File: src/hdl/fws_pkg.sv
// Shared constants and types of the flash status polling controller.
package fws_pkg;
  // ----------------------------------------------------------------
  // Flash bus widths and status bit positions
  // ----------------------------------------------------------------
  localparam int FL_ADDR_W   = 20;
  localparam int FL_DATA_W   = 16;
  localparam int DQ_POLL     = 7;
  localparam int DQ_TOG1     = 6;
  localparam int DQ_TMO      = 5;
  localparam int DQ_ETMR     = 3;
  localparam int DQ_TOG2     = 2;
  localparam logic [15:0] RESET_CMD = 16'h00F0;
  // ----------------------------------------------------------------
  // Register offsets and fields
  // ----------------------------------------------------------------
  localparam int AXI_AW      = 5;
  localparam logic [4:0] OFF_CMD   = 5'h00;
  localparam logic [4:0] OFF_ADDR  = 5'h04;
  localparam logic [4:0] OFF_WDATA = 5'h08;
  localparam logic [4:0] OFF_STAT  = 5'h0C;
  localparam logic [4:0] OFF_RDATA = 5'h10;
  localparam int CMD_OP_LSB  = 0;
  localparam int STAT_BUSY   = 0;
  localparam int STAT_DONE   = 1;
  localparam int STAT_FAIL   = 2;
  localparam int STAT_RST    = 3;
  localparam int STAT_RYBY   = 4;
  localparam int STAT_ETMR   = 5;
  localparam logic [1:0] RESP_OKAY   = 2'h0;
  localparam logic [1:0] RESP_SLVERR = 2'h2;
  // ----------------------------------------------------------------
  // Timing, in nanoseconds and in MCLK cycles
  // ----------------------------------------------------------------
  localparam int CLK_NS      = 25;
  localparam int T_RC_NS     = 70;
  localparam int T_WP_NS     = 100;
  localparam int T_OEH_NS    = 10;
  localparam int RC_CYC      = (T_RC_NS + CLK_NS - 1) / CLK_NS;
  localparam int WP_CYC      = (T_WP_NS + CLK_NS - 1) / CLK_NS;
  localparam int GAP_CYC     = (T_OEH_NS + CLK_NS - 1) / CLK_NS;
  // ----------------------------------------------------------------
  // Operations started through the command register
  // ----------------------------------------------------------------
  typedef enum logic [1:0] {OP_WRITE, OP_READ, OP_DPOLL, OP_TPOLL} fws_op_t;
endpackage : fws_pkg

File: src/hdl/fws_cycle.sv
// Single flash bus cycle engine: one read or one write strobe.
`timescale 1ns/1ps
module fws_cycle #(
  parameter int ADDR_W = fws_pkg::FL_ADDR_W,
  parameter int DATA_W = fws_pkg::FL_DATA_W,
  parameter int RC     = fws_pkg::RC_CYC,
  parameter int WP     = fws_pkg::WP_CYC,
  parameter int GAP    = fws_pkg::GAP_CYC
) (
  // Clock and control
  input  wire logic              clk,
  input  wire logic              rst_n,
  input  wire logic              en,
  // Request and answer
  input  wire logic              start,
  input  wire logic              write,
  input  wire logic [ADDR_W-1:0] addr,
  input  wire logic [DATA_W-1:0] wdata,
  output logic                   done,
  output logic [DATA_W-1:0]      rdata,
  // Flash pins
  output logic [ADDR_W-1:0]      fl_addr,
  input  wire logic [DATA_W-1:0] fl_dq_i,
  output logic [DATA_W-1:0]      fl_dq_o,
  output logic                   fl_dq_oe,
  output logic                   fl_ce_n,
  output logic                   fl_oe_n,
  output logic                   fl_we_n
);
  initial begin
    if (RC < 1 || WP < 1 || GAP < 1 || RC > 255 || WP > 255 || GAP > 255)
      $error("fws_cycle: strobe counts must lie in 1..255");
  end

  typedef enum logic [1:0] {PH_IDLE, PH_SETUP, PH_STROBE, PH_GAP} fws_ph_t;
  typedef struct packed {
    fws_ph_t           ph;
    logic [7:0]        cnt;
    logic              write;
    logic [ADDR_W-1:0] addr;
    logic [DATA_W-1:0] wdata;
    logic [DATA_W-1:0] rdata;
    logic              done;
    logic              ce_n;
    logic              oe_n;
    logic              we_n;
    logic              dq_oe;
  } fws_cyc_t;

  fws_cyc_t s;
  fws_cyc_t next_s;

  always_comb begin
    next_s      = s;
    next_s.done = 1'b0;
    case (s.ph)
      PH_IDLE: begin
        if (start) begin
          next_s.write = write;
          next_s.addr  = addr;
          next_s.wdata = wdata;
          next_s.ce_n  = 1'b0;
          next_s.dq_oe = write;
          next_s.ph    = PH_SETUP;
        end
      end
      PH_SETUP: begin
        next_s.we_n = ~s.write;
        next_s.oe_n = s.write;
        next_s.cnt  = s.write ? 8'(WP - 1) : 8'(RC - 1);
        next_s.ph   = PH_STROBE;
      end
      PH_STROBE: begin
        if (s.cnt == 8'h00) begin
          if (!s.write) begin
            next_s.rdata = fl_dq_i;
          end
          next_s.we_n = 1'b1;
          next_s.oe_n = 1'b1;
          next_s.cnt  = 8'(GAP - 1);
          next_s.ph   = PH_GAP;
        end else begin
          next_s.cnt = s.cnt - 8'h01;
        end
      end
      PH_GAP: begin
        // Chip enable and data drive stay one edge past the strobe for hold time.
        next_s.ce_n  = 1'b1;
        next_s.dq_oe = 1'b0;
        if (s.cnt == 8'h00) begin
          next_s.done = 1'b1;
          next_s.ph   = PH_IDLE;
        end else begin
          next_s.cnt = s.cnt - 8'h01;
        end
      end
      default: next_s.ph = PH_IDLE;
    endcase
  end

  always_ff @(posedge clk or negedge rst_n) begin
    if (!rst_n) begin
      s <= '{ph: PH_IDLE, cnt: 8'h00, write: 1'b0, addr: '0, wdata: '0, rdata: '0,
             done: 1'b0, ce_n: 1'b1, oe_n: 1'b1, we_n: 1'b1, dq_oe: 1'b0};
    end else if (en) begin
      s <= next_s;
    end
  end

  assign done     = s.done;
  assign rdata    = s.rdata;
  assign fl_addr  = s.addr;
  assign fl_dq_o  = s.wdata;
  assign fl_dq_oe = s.dq_oe;
  assign fl_ce_n  = s.ce_n;
  assign fl_oe_n  = s.oe_n;
  assign fl_we_n  = s.we_n;
endmodule : fws_cycle

File: src/hdl/fws_host.sv
// Host controller that runs flash bus cycles and status polling for software.
//
// Function
// - After timeout failure, host writes reset command.
// - Host may skip timer only with short gaps.
// - Host reads twice, rechecks when timeout bit high.
// - Host rechecks polling bit despite timeout bit high.
// - Host polls at a valid status address.
`timescale 1ns/1ps
module fws_host #(
  parameter int ADDR_W = fws_pkg::FL_ADDR_W,
  parameter int DATA_W = fws_pkg::FL_DATA_W
) (
  // Clock, reset and enable
  input  wire logic              MCLK,
  input  wire logic              RST_N,
  input  wire logic              CLK_EN,
  // AXI4-Lite write channels
  input  wire logic [4:0]        AWADDR,
  input  wire logic              AWVALID,
  output logic                   AWREADY,
  input  wire logic [31:0]       WDATA,
  input  wire logic [3:0]        WSTRB,
  input  wire logic              WVALID,
  output logic                   WREADY,
  output logic [1:0]             BRESP,
  output logic                   BVALID,
  input  wire logic              BREADY,
  // AXI4-Lite read channels
  input  wire logic [4:0]        ARADDR,
  input  wire logic              ARVALID,
  output logic                   ARREADY,
  output logic [31:0]            RDATA,
  output logic [1:0]             RRESP,
  output logic                   RVALID,
  input  wire logic              RREADY,
  // Flash pins
  output logic [ADDR_W-1:0]      FL_ADDR,
  input  wire logic [DATA_W-1:0] FL_DQ_I,
  output logic [DATA_W-1:0]      FL_DQ_O,
  output logic                   FL_DQ_OE,
  output logic                   FL_CE_N,
  output logic                   FL_OE_N,
  output logic                   FL_WE_N,
  input  wire logic              FL_READY_BUSY
);
  initial begin
    if (ADDR_W < 1 || ADDR_W > 32 || DATA_W < 8 || DATA_W > 32)
      $error("fws_host: flash widths out of range");
  end

  // ----------------------------------------------------------------
  // State
  // ----------------------------------------------------------------
  typedef enum logic [1:0] {S_IDLE, S_WAIT} fws_st_t;
  typedef struct packed {
    logic              aw_got;
    logic [4:0]        aw_addr;
    logic              w_got;
    logic [31:0]       w_data;
    logic [3:0]        w_strb;
    logic              bvalid;
    logic [1:0]        bresp;
    logic              rvalid;
    logic [31:0]       rdata;
    logic [1:0]        rresp;
    logic              awready;
    logic              wready;
    logic              arready;
    fws_pkg::fws_op_t  op;
    logic [31:0]       addr;
    logic [31:0]       wdata;
    logic [DATA_W-1:0] last;
    logic [DATA_W-1:0] first;
    logic              have_first;
    logic              check5;
    logic              resetting;
    logic              busy;
    logic              done;
    logic              fail;
    logic              rst_sent;
    logic              ryby;
    fws_st_t           st;
    logic              cyc_start;
    logic              cyc_write;
    logic [DATA_W-1:0] cyc_data;
  } fws_host_t;

  fws_host_t         s;
  fws_host_t         next_s;
  logic              eng_done;
  logic [DATA_W-1:0] eng_rdata;

  function automatic logic [31:0] merge(input logic [31:0] old, input logic [31:0] nw,
                                        input logic [3:0] strb);
    logic [31:0] r;
    r = old;
    for (int i = 0; i < 4; i++) begin
      if (strb[i]) r[i*8 +: 8] = nw[i*8 +: 8];
    end
    return r;
  endfunction : merge

  function automatic logic is_mapped(input logic [4:0] a);
    return a == fws_pkg::OFF_CMD || a == fws_pkg::OFF_ADDR || a == fws_pkg::OFF_WDATA ||
           a == fws_pkg::OFF_STAT || a == fws_pkg::OFF_RDATA;
  endfunction : is_mapped

  // ----------------------------------------------------------------
  // Next state
  // ----------------------------------------------------------------
  always_comb begin
    logic [31:0] stat;
    logic        go;
    next_s           = s;
    stat             = '0;
    go               = 1'b0;
    next_s.cyc_start = 1'b0;
    next_s.ryby      = FL_READY_BUSY;
    // Write channels: address and data taken in either order.
    if (AWVALID && !s.aw_got && !s.bvalid) begin
      next_s.aw_got  = 1'b1;
      next_s.aw_addr = AWADDR;
    end
    if (WVALID && !s.w_got && !s.bvalid) begin
      next_s.w_got  = 1'b1;
      next_s.w_data = WDATA;
      next_s.w_strb = WSTRB;
    end
    if (s.bvalid && BREADY) next_s.bvalid = 1'b0;
    if (s.aw_got && s.w_got && !s.bvalid) begin
      next_s.aw_got = 1'b0;
      next_s.w_got  = 1'b0;
      next_s.bvalid = 1'b1;
      next_s.bresp  = is_mapped(s.aw_addr) ? fws_pkg::RESP_OKAY : fws_pkg::RESP_SLVERR;
      case (s.aw_addr)
        fws_pkg::OFF_CMD: go = s.w_strb[0] && !s.busy;
        fws_pkg::OFF_ADDR: next_s.addr = merge(s.addr, s.w_data, s.w_strb);
        fws_pkg::OFF_WDATA: next_s.wdata = merge(s.wdata, s.w_data, s.w_strb);
        fws_pkg::OFF_STAT: begin
          if (s.w_strb[0] && s.w_data[fws_pkg::STAT_DONE]) next_s.done = 1'b0;
          if (s.w_strb[0] && s.w_data[fws_pkg::STAT_FAIL]) next_s.fail = 1'b0;
          if (s.w_strb[0] && s.w_data[fws_pkg::STAT_RST]) next_s.rst_sent = 1'b0;
        end
        default: ;
      endcase
    end
    // Read channels.
    stat[fws_pkg::STAT_BUSY] = s.busy;
    stat[fws_pkg::STAT_DONE] = s.done;
    stat[fws_pkg::STAT_FAIL] = s.fail;
    stat[fws_pkg::STAT_RST]  = s.rst_sent;
    stat[fws_pkg::STAT_RYBY] = s.ryby;
    stat[fws_pkg::STAT_ETMR] = s.last[fws_pkg::DQ_ETMR];
    if (s.rvalid && RREADY) next_s.rvalid = 1'b0;
    if (ARVALID && !s.rvalid) begin
      next_s.rvalid = 1'b1;
      next_s.rresp  = is_mapped(ARADDR) ? fws_pkg::RESP_OKAY : fws_pkg::RESP_SLVERR;
      case (ARADDR)
        fws_pkg::OFF_CMD: next_s.rdata = {30'h0, s.op};
        fws_pkg::OFF_ADDR: next_s.rdata = s.addr;
        fws_pkg::OFF_WDATA: next_s.rdata = s.wdata;
        fws_pkg::OFF_STAT: next_s.rdata = stat;
        fws_pkg::OFF_RDATA: next_s.rdata = 32'(s.last);
        default: next_s.rdata = 32'h0000_0000;
      endcase
    end
    // ----------------------------------------------------------------
    // Operation sequencer
    // ----------------------------------------------------------------
    case (s.st)
      S_IDLE: begin
        if (go) begin
          next_s.op         = fws_pkg::fws_op_t'(s.w_data[fws_pkg::CMD_OP_LSB +: 2]);
          next_s.busy       = 1'b1;
          next_s.have_first = 1'b0;
          next_s.check5     = 1'b0;
          next_s.resetting  = 1'b0;
          next_s.cyc_start  = 1'b1;
          next_s.cyc_write  = (s.w_data[fws_pkg::CMD_OP_LSB +: 2] == 2'h0);
          next_s.cyc_data   = s.wdata[DATA_W-1:0];
          next_s.st         = S_WAIT;
        end
      end
      S_WAIT: begin
        // Each poll read starts only after the previous cycle closed its strobe.
        if (eng_done) begin
          next_s.last      = s.cyc_write ? s.last : eng_rdata;
          next_s.cyc_write = 1'b0;
          next_s.cyc_start = 1'b1;
          if (s.resetting || s.op == fws_pkg::OP_WRITE || s.op == fws_pkg::OP_READ) begin
            next_s.cyc_start = 1'b0;
            next_s.busy      = 1'b0;
            next_s.done      = 1'b1;
            next_s.st        = S_IDLE;
          end else if (s.op == fws_pkg::OP_DPOLL) begin
            if (eng_rdata[fws_pkg::DQ_POLL] == s.wdata[fws_pkg::DQ_POLL]) begin
              next_s.cyc_start = 1'b0;
              next_s.busy      = 1'b0;
              next_s.done      = 1'b1;
              next_s.st        = S_IDLE;
            end else if (s.check5) begin
              next_s.fail      = 1'b1;
              next_s.resetting = 1'b1;
            end else if (eng_rdata[fws_pkg::DQ_TMO]) begin
              next_s.check5 = 1'b1;
            end
          end else if (!s.have_first) begin
            next_s.first      = eng_rdata;
            next_s.have_first = 1'b1;
          end else if (eng_rdata[fws_pkg::DQ_TOG1] == s.first[fws_pkg::DQ_TOG1]) begin
            next_s.cyc_start = 1'b0;
            next_s.busy      = 1'b0;
            next_s.done      = 1'b1;
            next_s.st        = S_IDLE;
          end else if (s.check5) begin
            next_s.fail      = 1'b1;
            next_s.resetting = 1'b1;
          end else if (eng_rdata[fws_pkg::DQ_TMO]) begin
            next_s.check5     = 1'b1;
            next_s.have_first = 1'b0;
          end else begin
            next_s.first = eng_rdata;
          end
          if (next_s.resetting && !s.resetting) begin
            next_s.cyc_write = 1'b1;
            next_s.cyc_data  = DATA_W'(fws_pkg::RESET_CMD);
            next_s.rst_sent  = 1'b1;
          end
        end
      end
      default: next_s.st = S_IDLE;
    endcase
    // Ready flags are registered so every bus output comes from a flop.
    next_s.awready = ~next_s.aw_got & ~next_s.bvalid;
    next_s.wready  = ~next_s.w_got & ~next_s.bvalid;
    next_s.arready = ~next_s.rvalid;
  end

  always_ff @(posedge MCLK or negedge RST_N) begin
    if (!RST_N) begin
      s <= '{st: S_IDLE, op: fws_pkg::OP_WRITE, ryby: 1'b1, awready: 1'b1, wready: 1'b1,
             arready: 1'b1, default: '0};
    end else if (CLK_EN) begin
      s <= next_s;
    end
  end

  // ----------------------------------------------------------------
  // Flash cycle engine
  // ----------------------------------------------------------------
  fws_cycle #(
    .ADDR_W (ADDR_W),
    .DATA_W (DATA_W)
  ) u_cycle (
    .clk      (MCLK),
    .rst_n    (RST_N),
    .en       (CLK_EN),
    .start    (s.cyc_start),
    .write    (s.cyc_write),
    .addr     (s.addr[ADDR_W-1:0]),
    .wdata    (s.cyc_data),
    .done     (eng_done),
    .rdata    (eng_rdata),
    .fl_addr  (FL_ADDR),
    .fl_dq_i  (FL_DQ_I),
    .fl_dq_o  (FL_DQ_O),
    .fl_dq_oe (FL_DQ_OE),
    .fl_ce_n  (FL_CE_N),
    .fl_oe_n  (FL_OE_N),
    .fl_we_n  (FL_WE_N)
  );

  assign AWREADY = s.awready;
  assign WREADY  = s.wready;
  assign BVALID  = s.bvalid;
  assign BRESP   = s.bresp;
  assign ARREADY = s.arready;
  assign RVALID  = s.rvalid;
  assign RDATA   = s.rdata;
  assign RRESP   = s.rresp;
endmodule : fws_host

File: config.mk
export PLATFORM = sky130hd
export DESIGN_NAME = fws_host
export DESIGN_NICKNAME = d
export VERILOG_FILES = /design/src/hdl/fws_pkg.sv /design/src/hdl/fws_cycle.sv /design/src/hdl/fws_host.sv
export SDC_FILE = /design/constraint.sdc
export NUM_CORES = 1
export LEC_CHECK = 0
export ABC_AREA = 1
export BUFFER_PORTS_ARGS = -buffer_cell sky130_fd_sc_hd__buf_2
export CAP_MARGIN = 40
export CELL_PAD_IN_SITES_DETAIL_PLACEMENT = 1
export CELL_PAD_IN_SITES_GLOBAL_PLACEMENT = 2
export CORE_MARGIN = 2
export CORE_UTILIZATION = 37
export CTS_BUF_LIST = sky130_fd_sc_hd__clkbuf_16
export DETAILED_ROUTE_END_ITERATION = 8
export PLACE_DENSITY_LB_ADDON = 0.1
export SYNTH_ARGS = -nofsm -noshare
export SYNTH_HDL_FRONTEND = slang
export SYNTH_SLANG_ARGS = --single-unit
File: constraint.sdc
create_clock -name MCLK -period 2.75 [get_ports MCLK]
set_input_delay 0.1375 -clock MCLK [delete_from_list [all_inputs] [get_ports MCLK]]
set_output_delay 0.1375 -clock MCLK [all_outputs]
set_load 0.005 [all_outputs]
==> results of run 1 <==
power by group:
part	total (mW)	switching [mW]	internal (mW)
Sequential	5.73	0.704	5.03
Clock	3.67	1.57	2.11
Combinational	2.93	1.90	1.03
routing by layer:
metal,global-route usage,wire [um],vias up
met5,0,0,-
met4,0.03610,395,0
met3,0.02607,1266,33
met2,0.3321,14950,189
met1,0.3202,17460,4547
li1,-,-,4570
registers in the layout, summed over array words and instances (netlist names), 11 cells and up:
name	flops
u_cycle.s	11
RDATA	32
u_cycle.fl_addr	20
u_cycle.rdata	16
s	153
u_cycle.fl_dq_o	16
worst max-delay path by stage:
| stage | startpoint | end | cells past startpoint |
|---|---|---|---|
| after floorplan | u_cycle.s[58] | u_cycle.rdata[10] | 10 |
| after global placement | ARADDR[1] | RDATA[6] | 8 |
| after detailed placement | ARADDR[1] | RDATA[6] | 8 |
| after CTS | s[208] | s[95] | 8 |
| after global routing | u_cycle.s[58] | u_cycle.rdata[13] | 10 |
| final | u_cycle.s[58] | u_cycle.rdata[13] | 10 |
cells in the mapped netlist, types with 3 or more instances:
cell and instances:
sky130_fd_sc_hd__clkbuf_1 25, sky130_fd_sc_hd__a21oi_1 23, sky130_fd_sc_hd__nand2_1 486, sky130_fd_sc_hd__inv_1 143, sky130_fd_sc_hd__buf_2 21, sky130_fd_sc_hd__nand3_1 39
sky130_fd_sc_hd__mux2_2 3, sky130_fd_sc_hd__o22ai_1 17, sky130_fd_sc_hd__nor2_4 4, sky130_fd_sc_hd__o211ai_1 6, sky130_fd_sc_hd__nor3_1 6, sky130_fd_sc_hd__nor2_1 60
sky130_fd_sc_hd__ha_1 5, sky130_fd_sc_hd__dfrtp_1 253, sky130_fd_sc_hd__o2bb2ai_1 3, sky130_fd_sc_hd__o21ai_0 170, sky130_fd_sc_hd__nand4_1 7, sky130_fd_sc_hd__nor2_2 3
sky130_fd_sc_hd__dfstp_2 7, sky130_fd_sc_hd__o31ai_1 3, sky130_fd_sc_hd__buf_4 75
final cells by class:
class | instances | area (um^2)
Clock buffer | 31 | 775.7
Multi-Input combinational cell | 857 | 3846
Sequential cell | 260 | 6515
Clock inverter | 25 | 127.6
Timing Repair Buffer | 236 | 1602
Tap cell | 402 | 503.0
Fill cell | 3785 | 17390
Inverter | 146 | 548.0
layout by cell type, fill, tap and decap left out, drive strengths merged, types with 2 or more instances in the layout:
cell type and instances:
buf 169, o21ai 172, dfrtp 253, mux2 3
nand4 8, dfstp 7, nor3 9, xor2 2
o211ai 6, o22ai 17, a22oi 2, a21oi 23
nor2 67, or2 3, dlygate4sd3 67, o31ai 3
ha 5, conb 2, clkinv 18, nand2 486
nand3 42, o2bb2ai 3, inv 152, clkbuf 31
logic make-up after synthesis:
group | Yosys count
AOI/OAI and AO/OA | 228
muxes | 3
and+or+nand+nor | 616
adders and majority gates | 5
xor gates and xnor gates | 3
other | 1
buffers and inverters | 269
DFF | 260
metrics by stage:
step	std cells	hold WS, ns
global placement	1834	0.1082
finish	1957	0.02935
global route	1957	0.04580
CTS	1957	0.02140
floorplan	1386	-0.1581
detailed placement	1834	0.1121
timing repair:
item	CTS	global route
hold buffers	67	0
endpoints found under the setup margin	0	0
hold endpoints to repair	124	0
worst max-delay path: stages (launching register included):
cell,delay (ns)
sky130_fd_sc_hd__dfrtp_1,0.37
sky130_fd_sc_hd__inv_1,0.20
sky130_fd_sc_hd__ha_1,0.19
sky130_fd_sc_hd__nand2_1,0.05
sky130_fd_sc_hd__nor2_1,0.08
sky130_fd_sc_hd__nand2_1,0.20
sky130_fd_sc_hd__inv_1,0.15
sky130_fd_sc_hd__nand4_2,0.09
sky130_fd_sc_hd__buf_4,0.28
sky130_fd_sc_hd__nor2_1,0.19
sky130_fd_sc_hd__a21oi_1,0.06
==> implementation parameters, run 1 <==
Parameter                              Value

Floorplan
  Chip height ... 181.6 um
  Area enclosed by the die boundary ... 32970 um^2
  Die Wd ... 181.6 um
  Effective utilization at floorplan ... 0.3727
  Core Footprint ... 31310 um^2
  Row Count ... 65
  Number of top-level design ports ... 152

Global route
  Pin count of the biggest net entering global routing ... 77
  Via count of the first global-routing pass ... 9690
  Overall fraction of global-route tracks in use ... 0.2122
  Antenna violations before repair ... 0
  Total congestion overflow after global routing ... 0
  Wire length of the first global-routing pass ... 54870 um

Timing
  Final hold vios ... 0
  Slew @ Worst Pin ... 0.8175 ns
  Maximum operating frequency ... 499.8 MHz
  Sum of negative setup slack ... 0 ns
  Min Tclk post-route ... 2.001 ns
  Max-Slew Margin vs Limit ... 0.4544
  Portion of the clock cycle consumed by the worst path in the final layout ... 0.7276
  Pins Over Slew Limit ... 0
  Setup repair after global routing missed its margin ... false
  Smallest setup slack after layout ... 0.7490 ns
  Worst setup skew after layout ... 0.007101 ns
  Number of setup violations in the final report ... 0

Final layout
  Synth-to-Final Area Change ... 19.27%
  Count of antenna diodes in the layout ... 0
  End-of-flow core utilization ... 0.4445
  Fraction of final layout cells sized beyond drive strength 1 ... 0.1518
  Fin area ... 13920 um^2
  Final net count ... 1607

Synth
  Number of library cell types mapped by synthesis ... 40
  Post-synthesis xor/xnor area fraction ... 0.002252
  Synth Area in Adders ... 0.005361
  Mux share of post-synthesis cell area ... 0.002895
  FFs w/ async S/R, synth ... 1.000
  Dominant combinational cell family by area after synthesis ... simple AND/OR/NAND/NOR gates
  Complex-gate fraction of the synthesized area ... 0.1035
  Proportion of netlist area held by the largest area contributor ... 0.5426
  Simple-Gate Fraction of Synth Area ... 0.2143
  Mapped Area ... 11670 um^2
  Post-Synthesis Cells ... 1385
  Number of enable flip-flop cells after synthesis ... 0
  Mean post-synth cell area ... 8.425 um^2
  Register bit total from synthesis ... 260
  Most instantiated flip-flop cell in the synthesis netlist ... sky130_fd_sc_hd__dfrtp_1
  Synth area leaders ... sky130_fd_sc_hd__dfrtp_1 (54%), sky130_fd_sc_hd__nand2_1 (16%), sky130_fd_sc_hd__o21ai_0 (7.3%)
  Biggest area consumer among synthesized cells ... sky130_fd_sc_hd__dfrtp_1
  Yosys warning count ... 0
  Proportion of synthesized chip area in sequential cells ... 0.5583

Detailed routing
  Initial DRC count ... 550
  Antenna Nets Post-Route ... 0
  DRC Markers ... 0
  Average via count per standard cell ... 4.772
  Total wire length ... 34070 um
  Vias after detailed routing ... 9339
  Detailed-route wire length per cell ... 17.41 um
  First drt pass iteration count ... 4

Clocking
  CTS Root Cell ... sky130_fd_sc_hd__clkbuf_16
  Post-CTS setup buffer count ... 0
  Number of buffers created by CTS ... 30
  Clock Path Buffers ... 3
  Clock-pin slew on the worst setup and hold paths ... 0.06 ns
  H-tree Lvls ... 1
  Clock tree from TritonCTS ... yes
  Number of sinks driven by the clock tree ... 260
  Insertion delay to the later sink of the worst-skew pair ... 0.55 ns
  Resized cells post-CTS ... 0

Setup path
  Worst path required time ... 3.17 ns
  R2r worst-path depth ... 10
  CP Capture Type ... flip-flop
  Endpoint of the worst register-to-register path ... u_cycle.rdata[13]
  FF-to-FF setup slack ... 0.75 ns
  Crit Reg-Reg Startpoint ... u_cycle.s[58]
  Arrival time of the worst setup path ... 2.42 ns
  CP startpoint kind ... flip-flop
  Worst Setup Path Type ... reg -> reg
  Critical Path Fanout Max ... 32

Placed design
  Setup WS pre-CTS ... 0.7000 ns
  Placed Instance Area ... 12340 um^2
  Estimated wirelength of the detail-placed design ... 23270 um
  Routability Congestion ... 0.8530
  Quantity of I/O buffers inserted on ports ... 149

Pwr
  Power density over the cells ... 886.6 nW/um^2
  Pwr Total ... 12.34 mW
  Maximum VDD drop ... 0.5346 mV
  Leakage power ... 7.358 nW

Hold path
  Hold_sp ... ARVALID
  Worst hold path stage count ... 5
  Path class of the lowest-slack min-delay path ... in -> reg
  End point of the most critical hold path ... RVALID

Flow run
  Count of max-cap constraint violations ... 0

Status
  Outcome ... finished, final reports clean
Note: power is estimated with default switching activity, not from simulation.
==> inputs of run 2 (changes only) <==
CORE_UTILIZATION = 35   (was 37)
clock period = 1.9 ns   (was 2.75 ns; I/O delays follow)
==> run 2 against run 1 <==
Clock-buffer cell count down 1; sequential power rose by 44%; wire length is 2.9% lower; non-clock buffer count is 32 higher; total power increased by 45%; clock skew increased by 0.018 ns; largest cell class unchanged; highest routed layer unchanged.
==> implementation parameters, run 2 (synthesis gave the netlist of run 1 again) <==
Parameter                              Value

Status
  Outcome ... finished, final reports clean

Pwr
  Power density over the cells ... 1251 nW/um^2
  Maximum VDD drop ... 0.8077 mV
  Leakage power ... 7.510 nW

Global route
  Via count of the first global-routing pass ... 10066
  Pin count of the biggest net entering global routing ... 58
  Antenna violations before repair ... 0
  Overall fraction of global-route tracks in use ... 0.1942
  Total congestion overflow after global routing ... 0
  Wire length of the first global-routing pass ... 54500 um

Setup path
  Worst path slowest cell ... sky130_fd_sc_hd__dfrtp_1
  Worst path required time ... 2.33 ns
  CP startpoint kind ... flip-flop
  Setup crit start ... u_cycle.s[59]
  Crit Reg-Reg Startpoint ... u_cycle.s[59]
  Critical Path Fanout Max ... 10
  Worst Setup Path Type ... reg -> reg
  FF-to-FF setup slack ... 0.16 ns
  Series of cell instances along the critical path ... inv_1, ha_1, nand2_1, nor2_1, nand2_2, buf_4, nor2_1, nor3_2, buf_4, nand2_1, o21ai_0
  Arrival time of the worst setup path ... 2.17 ns
  Endpoint of the worst register-to-register path ... u_cycle.s[60]
  Max incr delay on CP ... 0.39 ns
  CP Capture Type ... flip-flop
  R2r worst-path depth ... 11
  Critical Path End ... u_cycle.s[60]

Floorplan
  Die Wd ... 186.6 um
  Core Footprint ... 32700 um^2
  Row Count ... 66
  Number of top-level design ports ... 152
  Effective utilization at floorplan ... 0.3568
  Area enclosed by the die boundary ... 34820 um^2
  Chip height ... 186.6 um

Final layout
  Footprint of the multi-input gates ... 3865 um^2
  Largest register FFs ... 153
  Count of antenna diodes in the layout ... 0
  Most common cell after layout, fill and taps aside ... sky130_fd_sc_hd__nand2_1
  Largest register by flop count ... s
  Fraction of final layout cells sized beyond drive strength 1 ... 0.1718
  Fin area ... 14290 um^2
  Footprint of the flip-flops and latches ... 6515 um^2
  Commonest cells after routing, fill and taps aside ... sky130_fd_sc_hd__nand2_1 (484), sky130_fd_sc_hd__dfrtp_1 (253), sky130_fd_sc_hd__o21ai_0 (170), sky130_fd_sc_hd__buf_2 (148), sky130_fd_sc_hd__inv_1 (147)
  Final net count ... 1639
  Layout filler cell count ... 3959
  Synth-to-Final Area Change ... 22.49%

Clocking
  Number of buffers created by CTS ... 30
  H-tree Lvls ... 1
  Insertion delay to the later sink of the worst-skew pair ... 0.57 ns
  Number of sinks driven by the clock tree ... 260
  Clock-pin slew on the worst setup and hold paths ... 0.06 ns
  Clock Path Buffers ... 3
  Clock tree from TritonCTS ... yes
  CTS Root Cell ... sky130_fd_sc_hd__clkbuf_16

Timing
  Min Tclk post-route ... 1.744 ns
  Smallest setup slack after layout ... 0.1563 ns
  Pins Over Slew Limit ... 0
  Portion of the clock cycle consumed by the worst path in the final layout ... 0.9177
  Setup repair after global routing missed its margin ... false
  Maximum operating frequency ... 573.5 MHz
  Hold WS ... 0.04341 ns
  Final hold vios ... 0
  Worst setup skew after layout ... 0.02487 ns
  Number of setup violations in the final report ... 0
  Slew @ Worst Pin ... 0.5025 ns
  Sum of negative setup slack ... 0 ns
  Max-Slew Margin vs Limit ... 0.6645

Detailed routing
  Antenna Nets Post-Route ... 0
  Vias after detailed routing ... 9413
  Total wire length ... 33070 um
  DRC Markers ... 0
  First drt pass iteration count ... 4
  Detailed-route wire length per cell ... 16.33 um
  Average via count per standard cell ... 4.648
  Initial DRC count ... 353

Flow run
  Count of max-cap constraint violations ... 0

Placed design
  Quantity of I/O buffers inserted on ports ... 149
  Routability Congestion ... 0.7855
  Estimated wirelength of the detail-placed design ... 23700 um
  Setup WS pre-CTS ... 0.08232 ns
  Placed Instance Area ... 12660 um^2

Hold path
  Path class of the lowest-slack min-delay path ... in -> async
## run 2: cell count changes in the layout (fill, tap and decap cells not counted), moves of 2 or more
cell	before	now
sky130_fd_sc_hd__buf_12	2	9
sky130_fd_sc_hd__inv_1	150	147
sky130_fd_sc_hd__clkinv_1	12	8
sky130_fd_sc_hd__nand2_1	486	484
sky130_fd_sc_hd__dlygate4sd3_1	67	70
sky130_fd_sc_hd__buf_4	18	40
sky130_fd_sc_hd__clkinvlp_4	0	2
sky130_fd_sc_hd__nand2_2	0	2
sky130_fd_sc_hd__inv_2	2	4
## run 2: worst min path at each step
stage / from / end / cells after the start
global placement: RST_N / BRESP[1] / 1
floorplan: RST_N / BRESP[1] / 0
detailed placement: RST_N / RVALID / 1
CTS: RST_N / s[22] / 2
global route: RST_N / u_cycle.rdata[7] / 2
finish: RST_N / s[26] / 2
## run 2: routing by layer
metal | wire (um) | up-vias | GRT usage | part of all wire
met2 | 15030 | 144 | 0.3154 | 0.45
met5 | 0 | - | 0 | 0
met1 | 16450 | 4593 | 0.2784 | 0.50
met4 | 453 | 0 | 0.03724 | 0.014
li1 | - | 4639 | - | -
met3 | 1148 | 37 | 0.02821 | 0.035
## run 2: what timing repair did
action,CTS,global route
endpoints found under the setup margin,0,20
hold buffers,70,0
endpoints found under the hold margin,323,0
setup buffers,0,2
resized for setup,0,7
## run 2: stage by stage
stage / cells / util / power (mW)
2_1_floorplan: 1386 / - / 10.95
3_3_place_gp: 1901 / 0.3871 / 12.53
3_5_place_dp: 1901 / 0.3871 / 12.69
4_1_cts: 2023 / 0.4353 / 18.13
5_1_grt: 2025 / 0.4371 / 19.28
6_report: 2025 / 0.4371 / 17.88
## run 2: worst max-delay path, delay by kind of cell, from the launching register on
family	cells	cell delay [ns]
compound gates	1	0.09
fa+ha+maj	1	0.15
buf+inv	3	0.43
flops	1	0.39
simple gates	6	0.55
## run 2: report_power, final
group / switching [mW] / total [mW] / internal [mW]
clock network: 2.33 / 5.18 / 2.85
registers: 0.980 / 8.26 / 7.28
logic: 2.77 / 4.44 / 1.67
total: 6.08 / 17.9 / 11.8
## run 2: area by class of cell
type                            instances  area share
Tap cell                              442     0.03869
Inverter                              146     0.03834
Sequential cell                       260      0.4558
Clock inverter                         22    0.008667
Multi-Input combinational cell        857      0.2704
Timing Repair Buffer                  268      0.1355
Clock buffer                           30     0.05253
==> inputs of run 3 (changes only) <==
ABC_AREA = default   (was 1)
CORE_UTILIZATION = 39   (was 35)
==> run 3 against run 2 <==
Wire length shrank 13%; critical path depth shrank 7; sequential power increased by 0.7%; synthesized cell count down 35%; via count shrank 20%; worst hold slack got worse by 0.018 ns; critical path type unchanged; non-clock buffer count is 13 higher; clock power is 4.2% lower; register-to-register slack worse by 0.13 ns; sequential share of layout area grew 0.72 points; cell area fell by 1.5%; highest routed layer is now met5; core utilization is 5.3 points higher.
==> implementation parameters, run 3 <==
Parameter                              Value

Timing
  Worst setup skew after layout ... 0.01444 ns
  Portion of the clock cycle consumed by the worst path in the final layout ... 0.9874
  Hold WS ... 0.02528 ns
  Min Tclk post-route ... 1.876 ns
  Final hold vios ... 0
  Slew @ Worst Pin ... 0.5090 ns
  Maximum operating frequency ... 533.0 MHz
  Pins Over Slew Limit ... 0
  Setup repair after global routing missed its margin ... true
  Max-Slew Margin vs Limit ... 0.6606
  Number of setup violations in the final report ... 0

Pwr
  Logic pwr share ... 0.232
  Internal cell power ... 12.16 mW
  Maximum VDD drop ... 0.6464 mV
  Leakage power ... 6.938 nW
  Part of the power in registers ... 0.481
  Power spent charging and discharging nets ... 5.129 mW
  Power density over the cells ... 1229 nW/um^2
  Switching power share of the total ... 0.2966
  Relative contribution of the clock network to total power ... 0.287

Final layout
  Fraction of final layout cells sized beyond drive strength 1 ... 0.4046
  Commonest cells after routing, fill and taps aside ... sky130_fd_sc_hd__dfrtp_1 (253), sky130_fd_sc_hd__mux2_2 (170), sky130_fd_sc_hd__buf_2 (148), sky130_fd_sc_hd__nand2_1 (66), sky130_fd_sc_hd__dlygate4sd3_1 (66)
  Most common cell after layout, fill and taps aside ... sky130_fd_sc_hd__dfrtp_1
  Synth-to-Final Area Change ... 23.98%
  Final net count ... 1180
  Fin area ... 14070 um^2
  Footprint of the multi-input gates ... 4054 um^2
  Largest register FFs ... 153
  Footprint of the flip-flops and latches ... 6515 um^2
  Layout filler cell count ... 3064
  Largest register by flop count ... s

Synth
  FFs w/ async S/R, synth ... 1.000
  Most instantiated flip-flop cell in the synthesis netlist ... sky130_fd_sc_hd__dfrtp_1
  Ranking of synthesized cells by instance count ... sky130_fd_sc_hd__dfrtp_1 (253), sky130_fd_sc_hd__mux2_2 (170), sky130_fd_sc_hd__buf_4 (74)
  Proportion of synthesized chip area in sequential cells ... 0.5740
  Proportion of netlist area held by the largest area contributor ... 0.5578
  Post-Synthesis Cells ... 906
  Biggest area consumer among synthesized cells ... sky130_fd_sc_hd__dfrtp_1
  Synth area leaders ... sky130_fd_sc_hd__dfrtp_1 (56%), sky130_fd_sc_hd__mux2_2 (17%), sky130_fd_sc_hd__buf_4 (4.9%)
  Mean post-synth cell area ... 12.53 um^2
  Number of enable flip-flop cells after synthesis ... 0
  Dominant cell by count in the synthesized netlist ... sky130_fd_sc_hd__dfrtp_1
  Register bit total from synthesis ... 260
  Mapped Area ... 11350 um^2
  Number of library cell types mapped by synthesis ... 58
  Yosys warning count ... 0

Setup path
  Crit Reg-Reg Startpoint ... s[206]
  Arrival time of the worst setup path ... 2.29 ns
  CP Capture Type ... flip-flop
  Critical Path Fanout Max ... 4
  CP startpoint kind ... flip-flop
  Setup crit start ... s[206]
  Worst Setup Path Type ... reg -> reg
  Worst path required time ... 2.31 ns

Global route
  Via count of the first global-routing pass ... 8087
  Wire length of the first global-routing pass ... 45800 um
  Pin count of the biggest net entering global routing ... 72
  Overall fraction of global-route tracks in use ... 0.1897
  Total congestion overflow after global routing ... 0
  Antenna violations before repair ... 5

Clocking
  Number of buffers created by CTS ... 29
  Insertion delay to the later sink of the worst-skew pair ... 0.54 ns
  Clock-pin slew on the worst setup and hold paths ... 0.06 ns
  CTS Root Cell ... sky130_fd_sc_hd__clkbuf_16
  Number of sinks driven by the clock tree ... 260
  H-tree Lvls ... 1
  Clock tree from TritonCTS ... yes
  Clock Path Buffers ... 3

Placed design
  Quantity of I/O buffers inserted on ports ... 149
  Placed Instance Area ... 12490 um^2
  Routability Congestion ... 0.7728
  Estimated wirelength of the detail-placed design ... 19430 um

Detailed routing
  Total wire length ... 28670 um
  Initial DRC count ... 346
  Detailed-route wire length per cell ... 18.93 um
  Average via count per standard cell ... 5.000
  DRC Markers ... 0
  First drt pass iteration count ... 5
  Vias after detailed routing ... 7575
  Antenna Nets Post-Route ... 0

Floorplan
  Chip height ... 174.6 um
  Die Wd ... 174.6 um
  Effective utilization at floorplan ... 0.3954
  Core Footprint ... 28700 um^2
  Area enclosed by the die boundary ... 30480 um^2
  Row Count ... 62
  Number of top-level design ports ... 152

Hold path
  Path class of the lowest-slack min-delay path ... in -> async

Status
  Outcome ... finished, final reports clean

Flow run
  Count of max-cap constraint violations ... 0
-- run 3: cell count changes after synthesis, moves of 19 or more --
cell	before	now
sky130_fd_sc_hd__nand3_1	39	20
sky130_fd_sc_hd__o21ai_0	170	59
sky130_fd_sc_hd__a22oi_1	2	23
sky130_fd_sc_hd__mux2_2	3	170
sky130_fd_sc_hd__nand2_1	486	69
sky130_fd_sc_hd__inv_1	143	26
sky130_fd_sc_hd__nor2_1	60	21
-- run 3: final cells by class --
cell class                 instances  area share
antenna                            4   0.0007114
clock buffer                      29     0.05157
clock inverter                    25    0.007914
inverter                          26    0.006936
multi-input combinational        506      0.2881
sequential                       260      0.4630
tap                              384     0.03415
timing repair buffer             281      0.1476
-- run 3: per-layer routing --
layer  up-vias  track usage  part of all wire
met3        31      0.03481             0.044
li1       3542            -                 -
met5         -            0           0.00024
met4         2      0.03576             0.016
met2       133       0.3219              0.48
met1      3867       0.2571              0.46
-- run 3: worst max-delay path, stage by stage, from the launching register on --
cell and delay, ns:
sky130_fd_sc_hd__dfrtp_1 0.38, sky130_fd_sc_hd__or4_4 0.55, sky130_fd_sc_hd__or4_4 0.47, sky130_fd_sc_hd__a22oi_1 0.26
sky130_fd_sc_hd__a22oi_2 0.08
-- run 3: path summary, 6_finish.rpt --
kind                                         to  slack, ns  cells after the start
worst max-delay path                      s[16]       0.02                      4
worst min-delay path              u_cycle.s[59]       0.03                      2
worst max register to register            s[16]       0.02                      4
worst min register to register  u_cycle.fl_ce_n       0.46                      2
max in group asynchronous                s[109]       1.19                      3
min in group MCLK                        RVALID       0.08                      5
-- run 3: per-stage QoR --
step | utilization | TNS, ns | setup slack (ns) | instances | total power [mW]
4_1_cts | 0.4876 | 0 | 0.01037 | 1509 | 17.51
3_3_place_gp | 0.4346 | -1.236 | -0.06139 | 1388 | 12.17
5_1_grt | 0.4901 | -0.4316 | -0.08248 | 1514 | 18.40
3_5_place_dp | 0.4350 | -0.2832 | -0.03912 | 1389 | 12.30
2_1_floorplan | - | -0.1257 | -0.06287 | 907 | 10.67
6_report | 0.4902 | 0 | 0.02392 | 1515 | 17.29
-- run 3: timing repair --
item / in CTS / in global routing
setup endpoints to repair: 45 / 72
gates cloned: 0 / 0
hold buffers: 66 / 0
gates resized for setup: 5 / 20
pin swaps: 0 / 2
hold endpoints to repair: 319 / 0
buffers inserted: 0 / 2
-- run 3: kinds of logic after synthesis --
kind of cell | count (synthesis) | synth area share
compound gates | 155 | 0.09084
buf+inv | 141 | 0.07452
other cells | 1 | 0.0003304
fa+ha+maj | 5 | 0.005512
mux | 176 | 0.1743
xor+xnor | 4 | 0.003087
simple gates | 164 | 0.07739
flops | 260 | 0.5740
-- run 3: power by group through the flow --
stage,Clock [mW],Combinational [mW],Sequential (mW)
3_3_place_gp,0,3.79,8.38
3_5_place_dp,0,3.88,8.42
6_report,4.96,4.02,8.32
5_1_grt,5.35,4.49,8.56
2_1_floorplan,0,2.66,8.00
4_1_cts,5.14,4.03,8.33
